$ cat src/anx_pkg.sv
`default_nettype none
// shared constants and carriers for the expansion / next-page register pair
package anx_pkg;

  // register indices; the bus byte address is four times the index
  localparam logic [7:0] IDX_EXPANSION = 8'h06;
  localparam logic [7:0] IDX_NEXT_PAGE = 8'h07;
  localparam logic [7:0] IDX_SUMMARY = 8'h10;
  localparam logic [7:0] IDX_IRQ_STATUS = 8'h12;
  localparam logic [7:0] IDX_IRQ_MASK = 8'h13;

  // expansion status field positions
  localparam int EXP_FAULT_BIT = 4;
  localparam int EXP_PARTNER_NP_BIT = 3;
  localparam int EXP_LOCAL_NP_BIT = 2;
  localparam int EXP_PAGE_BIT = 1;
  localparam int EXP_PARTNER_AN_BIT = 0;
  localparam int EXP_RSVD_LSB = 5;

  // next-page transmit field positions
  localparam int NPT_MORE_BIT = 15;
  localparam int NPT_RSVD_BIT = 14;
  localparam int NPT_MSG_BIT = 13;
  localparam int NPT_COMPLY_BIT = 12;
  localparam int NPT_TOGGLE_BIT = 11;

  // summary status and interrupt field positions
  localparam int SUM_PAGE_BIT = 8;
  localparam int IRQ_PAGE_BIT = 0;
  localparam int IRQ_FAULT_BIT = 1;

  // reset values
  localparam logic NPT_MORE_RST = 1'b0;
  localparam logic NPT_MSG_RST = 1'b1;
  localparam logic NPT_COMPLY_RST = 1'b0;
  localparam logic NPT_TOGGLE_RST = 1'b0;
  localparam logic [10:0] NPT_CODE_RST = 11'h001;
  localparam logic LOCAL_NP_CAPABLE = 1'b1;
  localparam logic [1:0] IRQ_MASK_RST = 2'h0;

  // classic wishbone request as seen by the slave
  typedef struct packed {
    logic cyc;
    logic stb;
    logic we;
    logic [7:0] adr;
    logic [3:0] sel;
    logic [31:0] dat;
  } anx_wb_req_t;

  // status from the arbitration logic, same clock domain
  typedef struct packed {
    logic faultDetected;
    logic partnerNextPage;
    logic partnerAutoneg;
    logic pageReceived;
    logic wordExchanged;
    logic exchangedToggle;
  } anx_an_stat_t;

  // next-page fields handed to the arbitration logic
  typedef struct packed {
    logic morePages;
    logic messagePage;
    logic comply;
    logic toggle;
    logic [10:0] code;
  } anx_np_tx_t;

  // true when a byte address selects the register at a given index
  function automatic logic addrHit(input logic [7:0] adr,
                                   input logic [7:0] idx);
    addrHit = (adr == {idx[5:0], 2'b00});
  endfunction

endpackage
`default_nettype wire

$ cat src/anx_regs.sv
// Chosen here: the Wishbone slave port.
`timescale 1ns/1ps
`default_nettype none

// How it works
// reserved bits read zero and writes to them are dropped
// expansion bit 4 shows parallel detection fault, reset zero
// expansion bit 3 shows partner next-page ability, reset zero
// expansion bit 2 always reads one: local side can send next pages
// bit 1 sets on a received page, clears on expansion read
// expansion bit 0 shows partner auto-negotiation ability, reset zero
// writable bit 15 asks partner for another next page, reset zero
// writable bit 13 selects message page, reset one
// writable bit 12 says local side will comply, reset zero
// read-only bit 11 is inverse of last exchanged toggle
// writable 11-bit code field resets to one, the null page
// code goes out as message or unformatted per bit 13
// summary register mirrors page flag; reading it does not clear
// writes to read-only fields leave hardware status unchanged
module anx_regs (
  input wire logic ref_clk,
  input wire logic rst,
  input wire anx_pkg::anx_wb_req_t wbReq,
  output logic [31:0] wbDatOut,
  output logic wbAck,
  input wire anx_pkg::anx_an_stat_t anStat,
  output var anx_pkg::anx_np_tx_t npTx,
  output logic irq
);

  // bus state
  logic ack_r;
  logic [31:0] dat_r;
  logic [31:0] rdData;

  // expansion status state
  logic fault_r;
  logic partnerNp_r;
  logic partnerAn_r;
  logic pageRx_r;
  logic pageRx_nxt;

  // next-page transmit state
  logic more_r;
  logic more_nxt;
  logic msg_r;
  logic msg_nxt;
  logic comply_r;
  logic comply_nxt;
  logic toggle_r;
  logic toggle_nxt;
  logic [10:0] code_r;
  logic [10:0] code_nxt;

  // interrupt state
  logic [1:0] istat_r;
  logic [1:0] istat_nxt;
  logic [1:0] imask_r;
  logic [1:0] imask_nxt;
  logic irq_r;

  // decoded request
  wire reqNew = wbReq.cyc && wbReq.stb && !ack_r;
  wire hitExp = anx_pkg::addrHit(wbReq.adr, anx_pkg::IDX_EXPANSION);
  wire hitNpt = anx_pkg::addrHit(wbReq.adr, anx_pkg::IDX_NEXT_PAGE);
  wire hitSum = anx_pkg::addrHit(wbReq.adr, anx_pkg::IDX_SUMMARY);
  wire hitIst = anx_pkg::addrHit(wbReq.adr, anx_pkg::IDX_IRQ_STATUS);
  wire hitMsk = anx_pkg::addrHit(wbReq.adr, anx_pkg::IDX_IRQ_MASK);
  wire rdExp = reqNew && !wbReq.we && hitExp;
  wire rdIst = reqNew && !wbReq.we && hitIst;
  wire wrNpt = reqNew && wbReq.we && hitNpt;
  wire wrMsk = reqNew && wbReq.we && hitMsk;
  wire wrLo = wbReq.sel[0];
  wire wrHi = wbReq.sel[1];

  // register images; reserved positions are hard zeros
  wire [15:0] expWord = {11'h000, fault_r, partnerNp_r,
                         anx_pkg::LOCAL_NP_CAPABLE,
                         pageRx_r, partnerAn_r};
  wire [15:0] nptWord = {more_r, 1'b0, msg_r, comply_r,
                         toggle_r, code_r};
  wire [15:0] sumWord = {7'h00, pageRx_r, 8'h00};

  // read mux; unmapped addresses answer with zero
  assign rdData = hitExp ? {16'h0000, expWord} :
                  hitNpt ? {16'h0000, nptWord} :
                  hitSum ? {16'h0000, sumWord} :
                  hitIst ? {30'h00000000, istat_r} :
                  hitMsk ? {30'h00000000, imask_r} : 32'h00000000;

  // page flag: a new page in the same cycle as the clearing read wins
  assign pageRx_nxt = anStat.pageReceived || (pageRx_r && !rdExp);

  // only bits 15, 13, 12 and 10:0 are writable; 14 and 11 have no path
  assign more_nxt = (wrNpt && wrHi) ? wbReq.dat[anx_pkg::NPT_MORE_BIT]
                                    : more_r;
  assign msg_nxt = (wrNpt && wrHi) ? wbReq.dat[anx_pkg::NPT_MSG_BIT]
                                   : msg_r;
  assign comply_nxt = (wrNpt && wrHi) ? wbReq.dat[anx_pkg::NPT_COMPLY_BIT]
                                      : comply_r;
  assign code_nxt[10:8] = (wrNpt && wrHi) ? wbReq.dat[10:8]
                                          : code_r[10:8];
  assign code_nxt[7:0] = (wrNpt && wrLo) ? wbReq.dat[7:0] : code_r[7:0];

  // toggle follows the arbitration logic, never the bus
  assign toggle_nxt = anStat.wordExchanged ? !anStat.exchangedToggle
                                           : toggle_r;

  // sticky events; set wins over the read that clears
  wire faultRise = anStat.faultDetected && !fault_r;
  wire [1:0] events = {faultRise, anStat.pageReceived};
  assign istat_nxt = events | (istat_r & ~{2{rdIst}});
  assign imask_nxt = (wrMsk && wrLo) ? wbReq.dat[1:0] : imask_r;

  // bus answer: ack one cycle after the request is taken
  always_ff @(posedge ref_clk)
  begin
    if (rst)
    begin
      ack_r <= 1'b0;
      dat_r <= 32'h00000000;
    end
    else
    begin
      ack_r <= reqNew;
      dat_r <= reqNew ? rdData : 32'h00000000;
    end
  end

  // status mirrors; the bus has no write path into them
  always_ff @(posedge ref_clk)
  begin
    if (rst)
    begin
      fault_r <= 1'b0;
      partnerNp_r <= 1'b0;
      partnerAn_r <= 1'b0;
      pageRx_r <= 1'b0;
    end
    else
    begin
      fault_r <= anStat.faultDetected;
      partnerNp_r <= anStat.partnerNextPage;
      partnerAn_r <= anStat.partnerAutoneg;
      pageRx_r <= pageRx_nxt;
    end
  end

  // next-page transmit fields
  always_ff @(posedge ref_clk)
  begin
    if (rst)
    begin
      more_r <= anx_pkg::NPT_MORE_RST;
      msg_r <= anx_pkg::NPT_MSG_RST;
      comply_r <= anx_pkg::NPT_COMPLY_RST;
      toggle_r <= anx_pkg::NPT_TOGGLE_RST;
      code_r <= anx_pkg::NPT_CODE_RST;
    end
    else
    begin
      more_r <= more_nxt;
      msg_r <= msg_nxt;
      comply_r <= comply_nxt;
      toggle_r <= toggle_nxt;
      code_r <= code_nxt;
    end
  end

  // interrupt status, mask and level output
  always_ff @(posedge ref_clk)
  begin
    if (rst)
    begin
      istat_r <= 2'h0;
      imask_r <= anx_pkg::IRQ_MASK_RST;
      irq_r <= 1'b0;
    end
    else
    begin
      istat_r <= istat_nxt;
      imask_r <= imask_nxt;
      irq_r <= |(istat_nxt & imask_nxt);
    end
  end

  // outputs straight from flops; code meaning is set by msg_r
  assign wbAck = ack_r;
  assign wbDatOut = dat_r;
  assign irq = irq_r;
  assign npTx = '{morePages: more_r, messagePage: msg_r,
                  comply: comply_r, toggle: toggle_r, code: code_r};
endmodule // anx_regs
`default_nettype wire

$ cat config.mk
export PLATFORM = sky130hd
export DESIGN_NAME = anx_regs
export DESIGN_NICKNAME = d
export VERILOG_FILES = /design/src/anx_pkg.sv /design/src/anx_regs.sv
export SDC_FILE = /design/constraint.sdc
export NUM_CORES = 1
export LEC_CHECK = 0
export BUFFER_PORTS_ARGS = -buffer_cell sky130_fd_sc_hd__clkbuf_2
export CAP_MARGIN = 20
export CORE_ASPECT_RATIO = 1.5
export CORE_MARGIN = 4
export CORE_UTILIZATION = 44
export CTS_BUF_LIST = sky130_fd_sc_hd__clkbuf_4
export CTS_CLUSTER_DIAMETER = 30
export CTS_CLUSTER_SIZE = 20
export DETAILED_ROUTE_END_ITERATION = 10
export PLACE_DENSITY = 0.94
export SYNTH_ARGS = -nofsm -noshare
export SYNTH_HDL_FRONTEND = slang
export SYNTH_SLANG_ARGS = --single-unit
$ cat constraint.sdc
create_clock -name ref_clk -period 2.5 [get_ports ref_clk]
set_input_delay 0.5 -clock ref_clk [delete_from_list [all_inputs] [get_ports ref_clk]]
set_output_delay 0.5 -clock ref_clk [all_outputs]
set_load 0.02 [all_outputs]
# Word level (Yosys, flattened, before mapping)
# Cells that the tools add are included.
[classes]
n_addsub = 0
multipliers = 0
n_div = 0
order_cmp = 0
n_eq_ne = 5
shifts = 0
mux = 6
n_bitwise = 5
reduce_logical = 23
[ops]
columns = ["cell", "count"]
rows = [
  ["8-bit by 7-bit equality test with 1-bit output (second input constant)", 3],
  ["8-bit by 5-bit equality test with 1-bit output (second input constant)", 2],
  ["16-bit two-way mux", 1],
  ["1-bit logical AND", 13],
  ["9-bit two-way mux", 1],
  ["2-bit two-way mux", 3],
  ["6-bit OR reduction", 1],
  ["1-bit zero test", 5],
  ["5-bit two-way mux", 1],
  ["2-bit AND", 2],
  ["2-bit OR reduction", 2],
  ["3-bit OR reduction", 1],
  ["2-bit NOT", 1],
  ["2-bit OR", 1],
  ["1-bit logical OR", 1],
  ["1-bit NOT", 1],
]
[word_totals]
regBits = 57
latchBits = 0
ramBits = 0
rom_bits = 0
input_bits = 55
out_inout_bits = 49
word_cells = 56
memories = 0

# Depth between registers and ports, before layout
# Gate-level depths: netlist (run 1).
[depth]
depth_word = 9
mapped_depth = 6
mapped_depth_nobuf = 4

# Worst setup path after synthesis (run 1)
# Ideal clock, no wire load.
[synth_path]
path_kind = "in2reg"
from = "input port wbReq[41] in the netlist's numbering"
to = "register code_r[0]"
setup_time_ns = 0.115
t_arrival_ns = 1.929
required_ns = 2.385
path_slack_ns = 0.456
cell_stages = 4
n_path_buf = 0
path_cell_list = "or4b_4 nor4_4 mux2i_1 nand2_1"
[synth_via]
elab_chain_cells = 3
[synth_lines]
columns = ["element", "line_no", "source"]
rows = [
  ["start, declared", "anx_regs.sv:23", "input wire anx_pkg::anx_wb_req_t wbReq,"],
  ["8-bit by 5-bit equality test with 1-bit output", "anx_pkg.sv:73", "addrHit = (adr == {idx[5:0], 2'b00});"],
  ["1-bit logical AND", "anx_regs.sv:71", "wire wrNpt = reqNew && wbReq.we && hitNpt;"],
  ["1-bit logical AND", "anx_regs.sv:103", "assign code_nxt[7:0] = (wrNpt && wrLo) ? wbReq.dat[7:0] : code_r[7:0];"],
  ["end signal, assigned", "anx_regs.sv:158", "code_r <= anx_pkg::NPT_CODE_RST;"],
  ["end signal, assigned", "anx_regs.sv:166", "code_r <= code_nxt;"],
  ["end, declared", "anx_regs.sv:52", "logic [10:0] code_r;"],
]
# No other way between the ends.
# A chain may end at the register's enable or synchronous reset.

# Final worst setup path (run 1)
[layout_path]
from = "input port wbReq[37] in the netlist's numbering"
to = "register irq_r, in the netlist irq"
[layout_via]
elab_chain_cells = 7
elab_cells_between_ends = 11
cone_classes = "2 x eq/ne; 1 x mux; 4 x bitwise; 4 x reduce/logical"
[layout_lines]
columns = ["element", "line_no", "source"]
rows = [
  ["8-bit by 7-bit equality test with 1-bit output", "anx_pkg.sv:73", ""],
  ["1-bit logical AND", "anx_regs.sv:70", "wire rdIst = reqNew && !wbReq.we && hitIst;"],
  ["2-bit NOT", "anx_regs.sv:112", "assign istat_nxt = events | (istat_r & ~{2{rdIst}});"],
  ["2-bit AND", "anx_regs.sv:112", ""],
  ["2-bit OR", "anx_regs.sv:112", ""],
  ["2-bit AND *", "anx_regs.sv:183", "irq_r <= |(istat_nxt & imask_nxt);"],
  ["2-bit OR reduction *", "anx_regs.sv:183", ""],
  ["end signal, assigned", "anx_regs.sv:183", ""],
  ["end, declared", "anx_regs.sv:60", "logic irq_r;"],
]
# Mark *: on every way between the ends. The rest lies on a longest branch, timed or not.

==> Implementation_results.wiki, run 1 <==
{| class="wikitable"
! Metric !! Value
|-
| Start point of the worst hold path || anStat[0]
|-
| Path category of the worst min-delay check || in2reg
|-
| Number of inserted diodes || 0
|-
| WS Path Type || in2reg
|-
| Outcome || finished clean
|-
| Primary FF master, synth || dfxtp_1
|-
| Maximum level of the CTS H-tree || 2
|-
| Global-route wire length before repair || 5520 um
|-
| Routed wire length || between 3000 and 4000 um
|-
| Register-to-register path setup slack || 0.83 ns
|-
| Sequential share of power || 0.615
|-
| Part of the power in the clock network || 0.297
|-
| Area overhead of the layout relative to synthesis || 19.0%
|-
| Setup violators final || 0
|-
| Number of buffers inserted for hold repair after clock tree synthesis || 0
|-
| First-pass DRT Iterations || 4
|-
| Number of buffers inserted by port buffering || 66
|-
| FP Rows || 27
|-
| Number of antenna violations at the first check in global routing || 0
|-
| Overall Global Routing Usage || 0.146
|-
| Via Count || between 1000 and 1500
|-
| Root Buffer || clkbuf_4
|-
| HPWL reported at the end of detailed placement || 2780 um
|-
| Yosys top cell area share || 0.482
|-
| Drt initial violations || 16
|-
| Net Switching || 0.000261 W
|-
| Largest net degree at the start of global routing || 26
|-
| Total instance count after detailed placement || 262
|-
| Worst hold stages || 2
|-
| Number of cells produced by synthesis || about 160
|-
| Number of enable-type register cells in the synthesized netlist || 0
|-
| Endpoints failing hold || 0
|-
| Worst reg-to-reg path cell count || 4
|-
| Fraction of the cycle the final worst path needs || 0.699
|-
| Crit end category || register
|-
| Arrival time of the worst setup path || about 2.0 ns
|-
| Most common cell after layout, fill and taps aside || clkbuf_2
|-
| Count of max-cap constraint violations || 0
|-
| Final GP Congestion || 0.867
|-
| Pins Over Slew Limit || 0
|-
| Startpoint of the most critical register-to-register path || wbAck
|-
| Clock tree buffer depth || 2
|-
| Synthesized area || 1660 um^2
|-
| End point of the critical path || irq
|-
| Post-synthesis async set-or-reset flop share || 0
|-
| Maximum frequency from static timing analysis || between 0.5 and 0.6 GHz
|-
| Maximum clock skew at final layout || 0.00691 ns
|-
| Post-route setup TNS || 0 ns
|-
| Max-slew headroom at the worst pin || 0.553
|-
| Area contributors post-synth || dfxtp_1 48%, mux2i_1 11%, buf_4 9.5%
|-
| Clock period minus worst slack || 1.75 ns
|-
| Clock-pin slew on the worst setup and hold paths || 0.11 ns
|-
| Antenna Nets Post-Route || 0
|-
| Post-DR wirelength/cell || about 13 um
|-
| Clock tree from TritonCTS || done
|-
| Die width || 58.2 um
|-
| Data required time at the worst endpoint || 2.72 ns
|-
| Insertion delay to the later sink of the worst-skew pair || 0.34 ns
|-
| Number of setup buffers added after CTS || 0
|-
| Origin of the worst setup path || wbReq[37]
|-
| Maximum fanout encountered on the critical timing path || 5
|-
| Kind of launch point of the worst setup path || input port
|-
| Peak ir drop on the vdd network || 0.332 mV
|-
| Layout cell share with drive strength beyond 1 || 0.361
|-
| Die Span Y || ~83 um
|-
| Count of warnings emitted by yosys || 0
|-
| Slew @ Worst Pin || 0.661 ns
|-
| RSZ-0062 raised after global routing || false
|-
| Register bit count reported by yosys || 40
|-
| Number of vias per cell after detailed routing || approximately 4.8
|-
| Starting density of the core || 0.455
|-
| Pint || between 0.0007 and 0.0008 W
|-
| Residual DRC || 0
|-
| Resized cells post-CTS || 0
|-
| Sink count of the clock tree || 40
|-
| Combinational share of power || 0.089
|-
| Total CTS buffers || 5
|-
| Non-filler cells in the finished layout || 270
|-
| Mean instance size in the synthesized netlist || 10.3 um^2
|-
| Total power divided by cell area || roughly 530 nW/um^2
|-
| Reg-to-reg critical path endpoint || irq
|-
| Std-Cell Core Area || 3650 um^2
|-
| Largest area contributor in the netlist || dfxtp_1
|-
| Via count of the first global-routing pass || ~1300
|-
| Sw Ratio || 0.247
|-
| Residual overflow from global routing || 0
|-
| Die Area || approximately 4800 um^2
|-
| Ports || 104
|-
| Sequential share of the synthesized area || 0.482
|-
| Most used cells in the layout excluding fill and tap cells || 66 x clkbuf_2, 40 x dfxtp_1, 23 x nor2_1
|-
| Static leakage || 0.896 nW
|-
| Number of library cell types mapped by synthesis || 35
|-
| Number of nets in the layout || roughly 280
|}
[power groups by stage]
stage / registers, W / logic, W / clock network [W]
detailed placement: 0.000664 / 0.0000935 / 0
global route: 0.000651 / 0.000103 / 0.000356
global placement: 0.000664 / 0.0000919 / 0
floorplan: 0.000664 / 0.0000809 / 0
finish: 0.000650 / 0.0000936 / 0.000314
CTS: 0.000650 / 0.0000937 / 0.000328
[cells by family (layout without fill, tap and decap cells)]
| kind of cell | count (synthesis) | after routing | synth area share |
|---|---|---|---|
| flops | 40 | 40 | 0.482 |
| buf+inv | 30 | 80 | 0.132 |
| other cells | 1 | 17 | 0.00226 |
| simple gates | 59 | 59 | 0.221 |
| mux | 18 | 18 | 0.109 |
| compound gates | 13 | 13 | 0.0543 |
[registers in the layout, indices dropped and copies added, names as in the netlist]
signal       count
imask_r          2
toggle_r         1
partnerNp_r      1
wbAck            1
wbDatOut        15
comply_r         1
fault_r          1
code_r          11
istat_r          2
msg_r            1
irq              1
more_r           1
pageRx_r         1
partnerAn_r      1
[per-stage QoR]
| step | power [W] | setup WS (ns) | hold WS [ns] | util | cell area (um^2) |
|---|---|---|---|---|---|
| after floorplan | 0.000745 | 0.456 | 0.437 | - | 1720 |
| after global placement | 0.000756 | 0.423 | 0.446 | 0.526 | 1920 |
| after detailed placement | 0.000758 | 0.365 | 0.469 | 0.526 | 1920 |
| after CTS | 0.00107 | 0.741 | 0.323 | 0.541 | 1980 |
| after global routing | 0.00111 | 0.700 | 0.333 | 0.541 | 1980 |
| final | 0.00106 | 0.752 | 0.339 | 0.541 | 1980 |
[layer usage]
layer	GRT usage	part of all wire	vias up
met5	0	0	-
met4	0.0675	0.021	0
met2	0.271	0.55	56
met1	0.137	0.34	598
met3	0.0498	0.089	5
li1	-	-	637
[worst min-delay path by stage]
stage                  endpoint  slack (ns)
detailed placement  wbDatOut[2]        0.47
CTS                    toggle_r        0.32
floorplan           wbDatOut[3]        0.44
global placement    wbDatOut[3]        0.45
finish                 toggle_r        0.34
global route           toggle_r        0.33
[cells in the mapped netlist, types with 2 or more instances]
cell and count:
buf_4 21, a22o_1 2, nor2_1 23, nor4b_1 2, o21ai_0 2, mux2i_1 18
nand3_1 5, dfxtp_1 40, nor2b_1 3, a21oi_1 3, nor4_4 2, nand4b_1 2
nand2_1 3, a22oi_1 2, buf_6 3, and2_1 9, inv_1 3
[area by class of cell]
| class | count | area [um^2] |
|---|---|---|
| Fill cell | 356 | 1670 |
| Clock buffer | 6 | 45.0 |
| Multi-Input combinational cell | 107 | 701 |
| Timing Repair Buffer | 69 | 353 |
| Clock inverter | 2 | 11.3 |
| Tap cell | 43 | 53.8 |
| Sequential cell | 40 | 801 |
| Inverter | 3 | 11.3 |
[critical path: stages]
cell and delay, ns:
clkbuf_2 0.09, or3b_1 0.52, nor4_2 0.45, mux2i_1 0.30, o32ai_1 0.10
Note: power is estimated with default switching activity, not from simulation.
==> run 2, diff against run 1 <==
--- a/config.mk
+++ b/config.mk
@@ -5,16 +5,17 @@
 export SDC_FILE = /design/constraint.sdc
 export NUM_CORES = 1
 export LEC_CHECK = 0
+export ABC_AREA = 1
 export BUFFER_PORTS_ARGS = -buffer_cell sky130_fd_sc_hd__clkbuf_2
 export CAP_MARGIN = 20
 export CORE_ASPECT_RATIO = 1.5
 export CORE_MARGIN = 4
-export CORE_UTILIZATION = 44
+export CORE_UTILIZATION = 40
 export CTS_BUF_LIST = sky130_fd_sc_hd__clkbuf_4
 export CTS_CLUSTER_DIAMETER = 30
 export CTS_CLUSTER_SIZE = 20
 export DETAILED_ROUTE_END_ITERATION = 10
-export PLACE_DENSITY = 0.94
+export PLACE_DENSITY = 0.9
 export SYNTH_ARGS = -nofsm -noshare
 export SYNTH_HDL_FRONTEND = slang
 export SYNTH_SLANG_ARGS = --single-unit
==> constraint.sdc (replaced) <==
create_clock -name ref_clk -period 1.44 [get_ports ref_clk]
set_input_delay 0.288 -clock ref_clk [delete_from_list [all_inputs] [get_ports ref_clk]]
set_output_delay 0.288 -clock ref_clk [all_outputs]
set_load 0.02 [all_outputs]
==> run 2 against run 1 <==
Against the previous run: flip-flop and latch count unchanged; global-route usage is 0.52 points lower; core utilization fell by 5.0 points; largest cell class unchanged; first-iteration DRC count rose to 3.8 times the previous value; critical path type is now reg2out; highest routed layer unchanged; clock-buffer cell count increased by 1; wire length up 4.7%; final cell count increased by 24%; total power increased by 76%; clock skew increased by 0.0084 ns; clock power increased by 78%; die area is 13% higher.
==> Implementation_results.wiki, run 2 <==
{| class="wikitable"
! Metric !! Value
|-
| Sink count of the clock tree || 40
|-
| Slowest cell on crit path || dfxtp_1
|-
| Maximum fanout encountered on the critical timing path || 3
|-
| Via count of the first global-routing pass || 1416
|-
| Primary FF master, synth || dfxtp_1
|-
| Number of nets in the layout || 342
|-
| Clock-pin slew on the worst setup and hold paths || roughly 0.10 ns
|-
| Die Area || 5450 um^2
|-
| Outcome || finished clean
|-
| Share of cell area taken by muxes after synthesis || 0
|-
| Maximum frequency from static timing analysis || 0.842 GHz
|-
| Number of enable-type register cells in the synthesized netlist || 0
|-
| Endpoints failing hold || 0
|-
| Worst Path Buf+Inv || 1
|-
| Synthesized area || 1720 um^2
|-
| Number of flip-flops in the largest register || 15
|-
| Starting density of the core || 0.410
|-
| Number of setup buffers added after CTS || 0
|-
| Number of buffers inserted for hold repair after clock tree synthesis || 0
|-
| Setup violators final || 0
|-
| Filler cell count || 417
|-
| Insertion delay to the later sink of the worst-skew pair || 0.34 ns
|-
| Cell with the most instances after synthesis || nor2_1
|-
| First-pass DRT Iterations || 4
|-
| Post-DR wirelength/cell || 10.7 um
|-
| Total power divided by cell area || 899 nW/um^2
|-
| Clock period minus worst slack || 1.19 ns
|-
| Std-Cell Core Area || 4210 um^2
|-
| Residual DRC || 0
|-
| Most used cells in the layout excluding fill and tap cells || 66 x clkbuf_2, 42 x nor2_1, 40 x dfxtp_1
|-
| Post-Synth Adder-Cell Area || 0
|-
| Root Buffer || clkbuf_4
|-
| Number of cells produced by synthesis || between 200 and 250
|-
| Number of inserted diodes || 0
|-
| Top post-synthesis cells by count || 42 x nor2_1, 40 x dfxtp_1, 29 x nand2_1
|-
| Crit end category || primary output
|-
| Via Count || 1493
|-
| WS Path Type || reg2out
|-
| Total instance count after detailed placement || 326
|-
| Maximum level of the CTS H-tree || 2
|-
| Mean instance size in the synthesized netlist || 7.84 um^2
|-
| RSZ-0062 raised after global routing || false
|-
| Pins Over Slew Limit || 0
|-
| Synth Area in Compound Gates || 0.0697
|-
| Resized cells post-CTS || 0
|-
| HPWL reported at the end of detailed placement || ~2900 um
|-
| Most common cell after layout, fill and taps aside || clkbuf_2
|-
| Drt initial violations || 61
|-
| Area overhead of the layout relative to synthesis || 20.0%
|-
| Total CTS buffers || 5
|-
| Residual overflow from global routing || 0
|-
| Number of library cell types mapped by synthesis || 24
|-
| Antenna Nets Post-Route || 0
|-
| Maximum clock skew at final layout || 0.0153 ns
|-
| Basic-gate share of the synthesized area counting and, or, nand and nor cells || 0.296
|-
| Count of warnings emitted by yosys || 0
|-
| Xor and xnor fraction of the mapped netlist area || 0
|-
| Count of max-cap constraint violations || 0
|-
| Clock tree from TritonCTS || done
|-
| Number of vias per cell after detailed routing || 4.47
|-
| Layout cell share with drive strength beyond 1 || 0.309
|-
| FF/Latch Area || about 800 um^2
|-
| Routed wire length || 3570 um
|-
| Overall Global Routing Usage || 0.141
|-
| Global-route wire length before repair || 5710 um
|-
| Kind of launch point of the worst setup path || register
|-
| Area contributors post-synth || dfxtp_1 46%, buf_4 9.1%, nor2_1 9.1%
|-
| Path category of the worst min-delay check || in2reg
|-
| Number of buffers inserted by port buffering || 66
|-
| Die Span Y || 88.4 um
|-
| Final GP Congestion || around 0.83
|-
| Number of antenna violations at the first check in global routing || 0
|-
| Yosys top cell area share || 0.464
|-
| Top cell family by delay on the critical path || flip-flops
|-
| Post-route setup TNS || 0 ns
|-
| Data required time at the worst endpoint || approximately 1.2 ns
|-
| Largest area contributor in the netlist || dfxtp_1
|-
| Fraction of the cycle the final worst path needs || 0.825
|-
| Sequence of cells on the critical path || clkbuf_2
|-
| Clock tree buffer depth || 2
|-
| Dominant combinational cell family by area after synthesis || simple AND/OR/NAND/NOR gates
|-
| FP Rows || 29
|-
| Biggest cell delay along the critical path || 0.38 ns
|-
| Static leakage || 1.05 nW
|-
| Arrival time of the worst setup path || around 0.9 ns
|-
| Ports || 104
|-
| Die width || about 62 um
|-
| Peak ir drop on the vdd network || 0.671 mV
|-
| Post-synthesis async set-or-reset flop share || 0
|-
| Sequential share of the synthesized area || 0.464
|-
| Area of the multi-input gates || 694 um^2
|-
| Largest net degree at the start of global routing || 17
|-
| Non-filler cells in the finished layout || 334
|-
| Register bit count reported by yosys || 40
|}
run 2: changes by cell type in the layout (fill, tap and decap cells not counted), sizes merged, moves of 3 or more:
cell | previous run | this run
nand2 | 3 | 31
inv | 3 | 29
nor2 | 23 | 48
mux2i | 18 | 0
o21ai | 2 | 17
nand3 | 5 | 16
and2 | 9 | 2
a21oi | 3 | 7
nor2b | 3 | 0
nor4 | 3 | 0
or4b | 3 | 0
run 2: logic make-up after synthesis:
| family | Yosys count |
|---|---|
| buffers and inverters | 54 |
| DFF | 40 |
| and+or+nand+nor | 101 |
| other | 1 |
| AOI/OAI and AO/OA | 24 |
run 2: cell type report:
class / instances / share of cell area
Clock inverter: 1 / 0.00181
Clock buffer: 7 / 0.0254
Tap cell: 46 / 0.0278
Timing Repair Buffer: 67 / 0.163
Multi-Input combinational cell: 142 / 0.336
Sequential cell: 40 / 0.387
Inverter: 31 / 0.0593
run 2: stage by stage:
| stage | util | area, um^2 | setup WS (ns) | power (W) | hold slack (ns) |
|---|---|---|---|---|---|
| after floorplan | - | 1780 | 0.313 | 0.00130 | 0.378 |
| after global placement | 0.478 | 2010 | 0.142 | 0.00132 | 0.428 |
| after detailed placement | 0.478 | 2010 | 0.107 | 0.00133 | 0.431 |
| after CTS | 0.492 | 2070 | 0.229 | 0.00188 | 0.103 |
| after global routing | 0.492 | 2070 | 0.0896 | 0.00195 | 0.110 |
| final | 0.492 | 2070 | 0.252 | 0.00186 | 0.116 |
run 2: layer usage:
metal	track usage	routed length, um	vias up
met5	0	0	-
li1	-	-	776
met2	0.248	1840	68
met3	0.0438	388	13
met1	0.133	1210	636
met4	0.0965	123	0
run 2: power by group:
| part | internal [W] | switching [W] | total (W) |
|---|---|---|---|
| Combinational | 0.0000583 | 0.000118 | 0.000177 |
| Sequential | 0.00112 | 0.00000629 | 0.00113 |
| Clock | 0.000226 | 0.000333 | 0.000559 |
| Total | 0.00140 | 0.000458 | 0.00186 |
run 2: path summary, 6_finish.rpt:
| path | end | startpoint | depth (start not counted) | slack [ns] |
|---|---|---|---|---|
| worst max-delay path | npTx[0] | code_r[0] | 1 | 0.25 |
| worst max register to register | wbDatOut[3] | wbAck | 7 | 0.25 |
| worst min-delay path | toggle_r | anStat[0] | 2 | 0.12 |
| worst min register to register | wbDatOut[12] | comply_r | 2 | 0.44 |
